File: src/rtl/psau_defs.vh
`ifndef PSAU_DEFS_VH
`define PSAU_DEFS_VH

`define PSAU_OFS_TABLE_PAGE    8'h00
`define PSAU_OFS_WINDOW_PAGE   8'h04
`define PSAU_OFS_CORE_CONTROL  8'h08
`define PSAU_OFS_FLASH_CONTROL 8'h0C
`define PSAU_OFS_FLASH_KEY     8'h10
`define PSAU_CC_WINDOW_ENABLE  2
`define PSAU_FC_WR             15
`define PSAU_FC_WREN           14
`define PSAU_FC_WRERR          13
`define PSAU_FC_ERASE          6
`define PSAU_TP_CONFIG         7
`define PSAU_RST_PAGE          8'h00
`define PSAU_RST_CTRL          16'h0000
`define PSAU_KEY_FIRST         8'h55
`define PSAU_KEY_SECOND        8'hAA
`define PSAU_OP_PAGE_ERASE     4'h2
`define PSAU_OP_ROW_PROG       4'h1
`define PSAU_OP_WORD_PROG      4'h3
`define PSAU_K_READ_LOW        3'h0
`define PSAU_K_READ_HIGH       3'h1
`define PSAU_K_WRITE_LOW       3'h2
`define PSAU_K_WRITE_HIGH      3'h3
`define PSAU_K_DATA_READ       3'h4

// Two address units per word.
`define PSAU_ROW_WORDS         64
`define PSAU_ROW_MASK          24'hFF_FF80
`define PSAU_PAGE_MASK         24'hFF_FC00
`define PSAU_WORD_MASK         24'hFF_FFFE
`define PSAU_PC_STEP           23'h00_0002
`define PSAU_EXTRA_MOVE        2'h1
`define PSAU_EXTRA_OTHER       2'h2
`define PSAU_EXTRA_NONE        2'h0
`define PSAU_EXTRA_TABLE_WRITE 2'h1

`endif

File: src/rtl/psau_top.v
// Contract
// - Table address is table page above effective address.
// - Table page bit 7 selects configuration memory.
// - Window only with address bit 15 and enable.
// - Window page sits above address bits 14 to 0.
// - Windowed bit 15 is window page bit 0.
// - Program counter steps by two per word.
// - Low word read gives bits 15 to 0.
// - Low byte read: select one gives upper byte.
// - High word read gives bits 23 to 16, top zero.
// - Phantom byte reads as zero.
// - Low accesses reach bits 15 to 0, high 23 to 16.
// - Windowed reads stretch the instruction.
// - Outside repeat, move one extra cycle, others two.
// - Inside repeat, edge iterations two extra, others none.
// - No windowing during table accesses.
// - Rows of 64 words, pages of eight rows, aligned.
// - Erase a page; program a row or a word.
// - Table writes only fill the buffer, two cycles.
// - Each row needs its own programming cycle.
// - Start bit launches; hardware clears it when done.
// - Processor stalls while a flash operation runs.
// - Erase code 0010 erases a page; 0001 programs a row.
`timescale 1ns/1ps
`default_nettype none
`include "psau_defs.vh"

module psau_top
(
    input  wire        clk_i,            // Clock
    input  wire        rst_i,            // Reset
    // Wishbone slave
    input  wire [7:0]  wb_adr_i,         // Address
    input  wire [31:0] wb_dat_i,         // Write data
    output reg  [31:0] wb_dat_o,         // Read data
    input  wire        wb_we_i,          // Write enable
    input  wire [3:0]  wb_sel_i,         // Byte enables
    input  wire        wb_stb_i,         // Strobe
    input  wire        wb_cyc_i,         // Cycle
    output reg         wb_ack_o,         // Acknowledge
    // Core access port
    input  wire        acc_req_i,        // Request
    input  wire [2:0]  acc_kind_i,       // Kind
    input  wire        acc_byte_i,       // Byte mode
    input  wire        acc_move_i,       // Move
    input  wire [15:0] ea_i,             // Effective address
    input  wire [15:0] acc_wdata_i,      // Write data
    input  wire        rep_active_i,     // In repeat
    input  wire        rep_first_i,      // First iteration
    input  wire        rep_last_i,       // Last iteration
    input  wire        rep_int_exit_i,   // Interrupt exit
    input  wire        rep_reentry_i,    // Re-entry
    output reg         acc_ack_o,        // Answer
    output reg  [15:0] acc_rdata_o,      // Read data
    output reg  [1:0]  acc_extra_o,      // Extra cycles
    output reg         acc_window_o,     // Window used
    output reg         acc_config_o,     // Configuration
    output reg  [23:0] prog_addr_o,      // Program address
    output wire        stall_o,          // Stall
    // Program counter
    input  wire        pc_load_i,        // Load
    input  wire [22:0] pc_load_val_i,    // Load value
    input  wire        pc_step_i,        // Step
    output reg  [23:0] fetch_addr_o,     // Fetch address
    // Flash array
    output wire [23:0] flash_rd_addr_o,  // Read address
    input  wire [23:0] flash_rd_data_i,  // Read word
    output reg         op_start_o,       // Launch pulse
    output reg  [2:0]  op_kind_o,        // {word, row, page}
    output reg  [23:0] op_addr_o,        // Target
    input  wire        op_done_i,        // Done pulse
    input  wire [5:0]  buf_idx_i,        // Buffer index
    output reg  [23:0] buf_word_o        // Buffer word
);

    reg  [7:0]  table_page_reg;
    reg  [7:0]  window_page_reg;
    reg  [15:0] core_control_reg;
    reg         flash_wren;
    reg         flash_erase;
    reg  [3:0]  flash_op_select;
    reg  [23:0] hold_buf [0:`PSAU_ROW_WORDS-1];
    reg  [23:0] last_write_addr;
    reg  [22:0] pc;
    reg         wr_pending;
    reg  [23:0] next_addr;
    reg  [1:0]  next_extra;

    wire        bus_req   = wb_cyc_i && wb_stb_i && !wb_ack_o;
    wire        bus_wr    = bus_req && wb_we_i;
    wire        hit_tp    = (wb_adr_i == `PSAU_OFS_TABLE_PAGE);
    wire        hit_wp    = (wb_adr_i == `PSAU_OFS_WINDOW_PAGE);
    wire        hit_cc    = (wb_adr_i == `PSAU_OFS_CORE_CONTROL);
    wire        hit_fc    = (wb_adr_i == `PSAU_OFS_FLASH_CONTROL);
    wire        hit_key   = (wb_adr_i == `PSAU_OFS_FLASH_KEY);
    wire        wr_lo     = bus_wr && wb_sel_i[0];
    wire        wr_hi     = bus_wr && wb_sel_i[1];
    wire        busy;
    wire        wrerr;
    wire        seq_start;
    wire [2:0]  seq_kind;
    wire [15:0] fmt_data;

    wire        kind_table = (acc_kind_i != `PSAU_K_DATA_READ);
    wire        kind_high  = (acc_kind_i == `PSAU_K_READ_HIGH) || (acc_kind_i == `PSAU_K_WRITE_HIGH);
    wire        kind_write = (acc_kind_i == `PSAU_K_WRITE_LOW) || (acc_kind_i == `PSAU_K_WRITE_HIGH);
    wire        byte_sel   = ea_i[0];
    wire        win_en     = core_control_reg[`PSAU_CC_WINDOW_ENABLE];
    // Table accesses never take the window, even with the enable set.
    wire        win_hit    = !kind_table && ea_i[15] && win_en;
    wire        take       = acc_req_i && !busy;
    wire [5:0]  buf_slot   = ea_i[6:1];
    wire        rep_edge   = rep_first_i || rep_last_i || rep_int_exit_i || rep_reentry_i;

    assign stall_o = busy;
    assign flash_rd_addr_o = next_addr;

    // Program address formation.
    always @*
    begin
        if (kind_table)
            next_addr = {table_page_reg, ea_i};
        else if (win_hit)
            next_addr = {1'b0, window_page_reg, ea_i[14:0]};
        else
            next_addr = {8'h00, ea_i};
    end

    // Extra cycles for table writes and windowed reads.
    always @*
    begin
        if (kind_write)
            next_extra = `PSAU_EXTRA_TABLE_WRITE;
        else if (!win_hit)
            next_extra = `PSAU_EXTRA_NONE;
        else if (rep_active_i)
            next_extra = rep_edge ? `PSAU_EXTRA_OTHER : `PSAU_EXTRA_NONE;
        else
            next_extra = acc_move_i ? `PSAU_EXTRA_MOVE : `PSAU_EXTRA_OTHER;
    end

    psau_read_format u_format
    (
        .high_i  (kind_high),
        .byte_i  (acc_byte_i),
        .sel_i   (byte_sel),
        .pword_i (flash_rd_data_i),
        .data_o  (fmt_data)
    );

    psau_flash_seq u_seq
    (
        .clk_i      (clk_i),
        .rst_i      (rst_i),
        .key_we_i   (wr_lo && hit_key),
        .key_data_i (wb_dat_i[7:0]),
        .bus_we_i   (bus_wr),
        .wr_req_i   (wr_hi && hit_fc && wb_dat_i[`PSAU_FC_WR]),
        .err_clr_i  (wr_hi && hit_fc && !wb_dat_i[`PSAU_FC_WRERR]),
        .wren_i     (wr_pending),
        .erase_i    (flash_erase),
        .op_i       (flash_op_select),
        .done_i     (op_done_i),
        .busy_o     (busy),
        .wrerr_o    (wrerr),
        .start_o    (seq_start),
        .kind_o     (seq_kind)
    );

    // Every bus access is answered one cycle after it is taken.
    always @(posedge clk_i)
    begin
        if (rst_i)
        begin
            wb_ack_o         <= 1'b0;
            wb_dat_o         <= 32'h0000_0000;
            table_page_reg   <= `PSAU_RST_PAGE;
            window_page_reg  <= `PSAU_RST_PAGE;
            core_control_reg <= `PSAU_RST_CTRL;
            flash_wren       <= 1'b0;
            flash_erase      <= 1'b0;
            flash_op_select  <= 4'h0;
        end
        else
        begin
            wb_ack_o <= bus_req;
            wb_dat_o <= 32'h0000_0000;
            if (bus_req && !wb_we_i)
            begin
                if (hit_tp)
                    wb_dat_o <= {24'h00_0000, table_page_reg};
                else if (hit_wp)
                    wb_dat_o <= {24'h00_0000, window_page_reg};
                else if (hit_cc)
                    wb_dat_o <= {16'h0000, core_control_reg};
                else if (hit_fc)
                    wb_dat_o <= {16'h0000, busy, flash_wren, wrerr, 6'h00, flash_erase, 2'h0, flash_op_select};
            end
            if (wr_lo && hit_tp)
                table_page_reg <= wb_dat_i[7:0];
            if (wr_lo && hit_wp)
                window_page_reg <= wb_dat_i[7:0];
            if (wr_lo && hit_cc)
                core_control_reg[7:0] <= wb_dat_i[7:0];
            if (wr_hi && hit_cc)
                core_control_reg[15:8] <= wb_dat_i[15:8];
            // Mode bits are frozen while an operation runs so the launch stays coherent.
            if (wr_lo && hit_fc && !busy)
            begin
                flash_erase     <= wb_dat_i[`PSAU_FC_ERASE];
                flash_op_select <= wb_dat_i[3:0];
            end
            if (wr_hi && hit_fc && !busy)
                flash_wren <= wb_dat_i[`PSAU_FC_WREN];
        end
    end

    // One write may set the enable and the start bit together.
    always @*
    begin
        wr_pending = flash_wren;
        if (wr_hi && hit_fc && !busy)
            wr_pending = wb_dat_i[`PSAU_FC_WREN];
    end

    // Table writes touch only the holding buffer.
    always @(posedge clk_i)
    begin
        if (rst_i)
        begin
            acc_ack_o       <= 1'b0;
            acc_rdata_o     <= 16'h0000;
            acc_extra_o     <= `PSAU_EXTRA_NONE;
            acc_window_o    <= 1'b0;
            acc_config_o    <= 1'b0;
            prog_addr_o     <= 24'h00_0000;
            last_write_addr <= 24'h00_0000;
        end
        else
        begin
            acc_ack_o <= take;
            if (take)
            begin
                acc_extra_o  <= next_extra;
                acc_window_o <= win_hit;
                acc_config_o <= kind_table && table_page_reg[`PSAU_TP_CONFIG];
                prog_addr_o  <= next_addr;
                acc_rdata_o  <= kind_write ? 16'h0000 : fmt_data;
                if (kind_write)
                    last_write_addr <= next_addr;
            end
        end
    end

    // Slot is the word address within the row.
    always @(posedge clk_i)
    begin
        if (take && kind_write)
        begin
            if (!kind_high && !acc_byte_i)
                hold_buf[buf_slot][15:0] <= acc_wdata_i;
            else if (!kind_high && byte_sel)
                hold_buf[buf_slot][15:8] <= acc_wdata_i[7:0];
            else if (!kind_high)
                hold_buf[buf_slot][7:0] <= acc_wdata_i[7:0];
            else if (!acc_byte_i || !byte_sel)
                hold_buf[buf_slot][23:16] <= acc_wdata_i[7:0];
        end
        buf_word_o <= hold_buf[buf_idx_i];
    end

    // The target is aligned to its page, row or word.
    always @(posedge clk_i)
    begin
        if (rst_i)
        begin
            op_start_o <= 1'b0;
            op_kind_o  <= 3'b000;
            op_addr_o  <= 24'h00_0000;
        end
        else
        begin
            op_start_o <= seq_start;
            if (seq_start)
            begin
                op_kind_o <= seq_kind;
                if (seq_kind[0])
                    op_addr_o <= last_write_addr & `PSAU_PAGE_MASK;
                else if (seq_kind[1])
                    op_addr_o <= last_write_addr & `PSAU_ROW_MASK;
                else
                    op_addr_o <= last_write_addr & `PSAU_WORD_MASK;
            end
        end
    end

    // The fetch address keeps the low bit clear.
    always @(posedge clk_i)
    begin
        if (rst_i)
        begin
            pc           <= 23'h00_0000;
            fetch_addr_o <= 24'h00_0000;
        end
        else
        begin
            if (pc_load_i)
                pc <= {pc_load_val_i[22:1], 1'b0};
            else if (pc_step_i && !busy)
                pc <= pc + `PSAU_PC_STEP;
            fetch_addr_o <= {1'b0, pc[22:1], 1'b0};
        end
    end

endmodule // psau_top

`default_nettype wire

File: src/rtl/psau_read_format.v
`timescale 1ns/1ps
`default_nettype none

module psau_read_format
(
    input  wire        high_i,   // High-word table read
    input  wire        byte_i,   // Byte mode
    input  wire        sel_i,    // Byte select
    input  wire [23:0] pword_i,  // Program word
    output reg  [15:0] data_o    // Formatted data word
);

    always @*
    begin
        if (!high_i && !byte_i)
            data_o = pword_i[15:0];
        else if (!high_i)
            data_o = {8'h00, (sel_i ? pword_i[15:8] : pword_i[7:0])};
        else if (!byte_i)
            data_o = {8'h00, pword_i[23:16]};
        else
            data_o = sel_i ? 16'h0000 : {8'h00, pword_i[23:16]};
    end

endmodule // psau_read_format

`default_nettype wire

File: src/rtl/psau_flash_seq.v
`timescale 1ns/1ps
`default_nettype none
`include "psau_defs.vh"

module psau_flash_seq
(
    input  wire       clk_i,      // System clock
    input  wire       rst_i,      // Reset
    input  wire       key_we_i,   // Key write
    input  wire [7:0] key_data_i, // Key value
    input  wire       bus_we_i,   // Any register write
    input  wire       wr_req_i,   // Start request
    input  wire       err_clr_i,  // Error clear
    input  wire       wren_i,     // Write enable bit
    input  wire       erase_i,    // Erase bit
    input  wire [3:0] op_i,       // Operation select
    input  wire       done_i,     // Done
    output wire       busy_o,     // Busy
    output reg        wrerr_o,    // Error flag
    output reg        start_o,    // Launch pulse
    output reg  [2:0] kind_o      // {word, row, page}
);

    localparam ST_IDLE = 2'b01;
    localparam ST_BUSY = 2'b10;
    localparam KEY_NONE  = 3'b001;
    localparam KEY_FIRST = 3'b010;
    localparam KEY_BOTH  = 3'b100;

    reg  [1:0] state;
    reg  [2:0] key_state;
    reg  [1:0] next_state;
    reg  [2:0] next_key_state;
    wire       op_page = erase_i && (op_i == `PSAU_OP_PAGE_ERASE);
    wire       op_row  = !erase_i && (op_i == `PSAU_OP_ROW_PROG);
    wire       op_word = !erase_i && (op_i == `PSAU_OP_WORD_PROG);
    wire       op_ok   = op_page || op_row || op_word;
    wire       launch  = wr_req_i && (state == ST_IDLE) && (key_state == KEY_BOTH) && wren_i && op_ok;
    wire       bad_try = wr_req_i && (state == ST_IDLE) && !launch;

    assign busy_o = (state == ST_BUSY);

    // The keys must land on consecutive register writes; any other write breaks the unlock.
    always @*
    begin
        next_key_state = key_state;
        if (key_we_i)
        begin
            if (key_data_i == `PSAU_KEY_FIRST)
                next_key_state = KEY_FIRST;
            else if (key_data_i == `PSAU_KEY_SECOND && key_state == KEY_FIRST)
                next_key_state = KEY_BOTH;
            else
                next_key_state = KEY_NONE;
        end
        else if (bus_we_i && !wr_req_i)
            next_key_state = KEY_NONE;
        if (wr_req_i)
            next_key_state = KEY_NONE;
    end

    always @*
    begin
        case (state)
            ST_IDLE: next_state = launch ? ST_BUSY : ST_IDLE;
            ST_BUSY: next_state = done_i ? ST_IDLE : ST_BUSY;
            default: next_state = ST_IDLE;
        endcase
    end

    always @(posedge clk_i)
    begin
        if (rst_i)
        begin
            state     <= ST_IDLE;
            key_state <= KEY_NONE;
            wrerr_o   <= 1'b0;
            start_o   <= 1'b0;
            kind_o    <= 3'b000;
        end
        else
        begin
            state     <= next_state;
            key_state <= next_key_state;
            wrerr_o   <= bad_try | (wrerr_o & ~err_clr_i);
            start_o   <= launch;
            if (launch)
                kind_o <= {op_word, op_row, op_page};
        end
    end

endmodule // psau_flash_seq

`default_nettype wire

File: config.mk
export PLATFORM = sky130hd
export DESIGN_NAME = psau_top
export DESIGN_NICKNAME = d
export VERILOG_FILES = /design/src/rtl/psau_top.v /design/src/rtl/psau_read_format.v /design/src/rtl/psau_flash_seq.v
export VERILOG_INCLUDE_DIRS = /design/src /design/src/rtl
export SDC_FILE = /design/constraint.sdc
export NUM_CORES = 2
export LEC_CHECK = 0
export BUFFER_PORTS_ARGS = -buffer_cell sky130_fd_sc_hd__buf_2
export CORE_UTILIZATION = 50
export DETAILED_ROUTE_END_ITERATION = 10
export PLACE_DENSITY = 0.67
export SLEW_MARGIN = 20
export SYNTH_ARGS = -nofsm -noshare
export SYNTH_HDL_FRONTEND = slang
export SYNTH_HIERARCHICAL = 1
export SYNTH_SLANG_ARGS = --single-unit
File: constraint.sdc
create_clock -name clk_i -period 7.4 [get_ports clk_i]
set_clock_uncertainty 0.1 [all_clocks]
set_input_delay 1.11 -clock clk_i [delete_from_list [all_inputs] [get_ports clk_i]]
set_output_delay 1.11 -clock clk_i [all_outputs]
set_load 0.02 [all_outputs]
==> flow_summary.ini <==
[finish]
drive_above_1_share = 0.2675
top_register = hold_buf
top_regs = hold_buf x1536, buf_word_o x24
largest_register_ffs = 1536
area_growth_pct = 12.80
finalNonFillerCells = 6110
final_cell_area_sq_um = 77950
n_fill_cell = 10350
fin_util = 0.5676
num-nets-final = 4315

[critical_path]
worstSetupPathType = in -> out
cp.required_ns = 6.19
critPathLaunchType = primary input
cp_cell_sequence = buf_2 -> or3b_2 -> nor3_2 -> a22oi_1 -> inv_1 -> buf_2
crit_path_top_delay_cell = or3b_2
critPathCaptureType = output pin
cpMostUsedCell = buf_2
worstPathArrival_ns = 3.04
crit_path_max_incr_delay_ns = 0.59
crit_path_max_fanout = 10

[floorplanning]
dieArea_sq_um = 139700
rows = 136
ios = 327
die_x_microns = 373.8
fp.dieH_microns = 373.8
initial_utilization = 0.5032
core_sq_um = 137300

[placement]
gp_congestion = 0.8390
dpl_cell_area_sq_um = 72170
placed_cells = 5779
detailedPlacementHpwl_mm = 104.8
port_buffers = 288

[grt]
grt_max_degree = 114
antenna_found_initial = 10
grt_pass1_vias = 36090
gr-usage-all-layers = 0.2373
overflow = 0
grt_pass1_wl_mm = 243.6

[clock_network]
clockRootBuffer = clkbuf_16
clk_pin_slew_ns = 0.06
cts_max_level = 4
tritoncts = yes
worst_skew_pair.late_latency_ns = 0.80
clkSinkCount = 1763
cts_hold_buf = 0
cts_setup_buffers = 0
cts_buffer_depth = 3
cts_buffers = 177
cts_resized = 0

[synth]
synth_area_leaders = edfxtp_1 (67%), mux4_2 (9.8%), dfxtp_1 (6.6%)
synth_top_area_frac = 0.6675
muxShareOfSynthArea = 0.1577
yosysMostFrequentCell = edfxtp_1
ys_async_sr_fraction = 0
synth_top_family_by_area = multiplexers
synthDistinctLibCells = 67
yosys_warnings = 6
synth_cells = 3895
yosys.area_share.simple = 0.05421
ys.flop_type = edfxtp_1
synth_fa_ha_area_frac = 0.0005432
synth_xor_area_frac = 0.002408
ys_seq_area_frac = 0.7332
syn_avg_cell_area_sq_um = 17.74
synth-seq-cells = 1763
synth-edff-count = 1536
synth_area_leader_cell = edfxtp_1
synth_compound_area_frac = 0.03178
synth_common_cells = edfxtp_1 (1536), nor2_1 (341), mux4_2 (302)
syn_area_sq_um = 69100

[drt]
vias = 36380
wl_per_cell_microns = 27.20
dr.pass1.iters = 6
drc = 0
dr.first_iter.drc_count = 3593
ant_nets = 0
vias_per_cell = 5.954
wirelength_mm = 166.2

[timing]
min_period_ns = 4.254
rsz0062_at_grt = no
slew-limit-headroom = 0.2417
setup_viol = 0
period_share = 0.5749
maxSlewViolCount = 0
finalHoldViolations = 0
worst_pin_slew_ns = 1.129
fmax_mhz = 235.1
setup-tns-final_ns = 0

[power]
p_total_mw = 20.87
power_leakage_nw = 25.52
power.density_nw_per_um2 = 267.7
peakVddDrop_mv = 0.2326

[flow_run]
cap_violations = 0

[min_path]
min_path_type = reg -> reg

[status]
outcome = finished clean
power by group:
part	internal [mW]	total [mW]	switching, mW
registers	10.9	10.9	0.0378
logic	0.380	1.09	0.707
clock network	5.10	8.89	3.79
total	16.3	20.9	4.53
cells in the final DEF (no fill, tap or decap), types with 7 or more instances in the layout:
cell type	synthesis	layout
mux4_2	302	302
and3_1	11	11
dfxtp_1	227	227
nand3_1	21	20
buf_4	48	58
edfxtp_1	1536	1536
mux2i_1	162	162
buf_12	0	8
a211oi_1	76	76
o21ai_0	27	27
conb_1	1	19
clkbuf_1	134	39
a221o_1	8	8
a22oi_1	23	23
xor2_1	7	7
nor4_1	8	8
clkbuf_8	0	13
nor3_1	92	92
bufinv_16	0	15
nor3b_1	9	8
nand2b_1	15	12
a21oi_1	65	65
xnor2_1	12	12
inv_1	21	20
and2_1	13	13
buf_2	64	275
nor2b_1	78	77
clkbuf_16	0	178
clkinv_2	0	34
nor2_1	341	341
o22ai_1	104	104
clkinv_1	1	32
mux2_2	220	214
nand2_1	163	162
layout make-up:
class                      count  area (sq um)  share of cell area
clock inverter                97         964.7             0.01238
tap                         1794          2245             0.02880
inverter                      22         82.58            0.001059
multi-input combinational   1855         17160              0.2202
timing repair buffer         345          2028             0.02602
clock buffer                 232          4792             0.06148
antenna                        2         5.005          0.00006421
sequential                  1763         50670              0.6500
metrics by stage:
step | setup slack, ns | hold WS, ns
after floorplan | 3.728 | 0.3360
after global placement | 2.847 | 0.3394
after detailed placement | 2.718 | 0.3469
after CTS | 3.084 | 0.3567
after global routing | 2.958 | 0.3745
final | 3.146 | 0.3561
critical path: cells and delay by family:
family | cells | cell delay, ns
simple gates | 2 | 1.17
buf+inv | 3 | 0.42
compound gates | 1 | 0.35
cell families after synthesis:
group | Yosys count
adders and majority gates | 3
and+or+nand+nor | 799
xor gates and xnor gates | 19
other | 1
DFF | 1763
AOI/OAI and AO/OA | 331
muxes | 684
buffers and inverters | 295
layer usage:
metal  vias to the layer above  part of all wire  track usage
met5                         -           0.00030            0
met4                         8             0.029      0.07796
met3                       264             0.083      0.05160
met2                      1550              0.47       0.3674
met1                     18710              0.42       0.3363
li1                      15850                 -            -
worst paths after layout:
path	from	end	slack (ns)	cells past startpoint
hold / removal	last_write_addr[7]$_SDFFE_PP0P_	last_write_addr[7]$_SDFFE_PP0P_	0.36	2
hold reg to reg	last_write_addr[7]$_SDFFE_PP0P_	last_write_addr[7]$_SDFFE_PP0P_	0.36	2
setup reg to reg	u_seq/state[0]$_SDFF_PP1_	hold_buf[7][15]$_DFFE_PP_	3.18	7
setup / recovery	acc_kind_i[0]	flash_rd_addr_o[19]	3.15	6
Note: power is estimated with default switching activity, not from simulation.
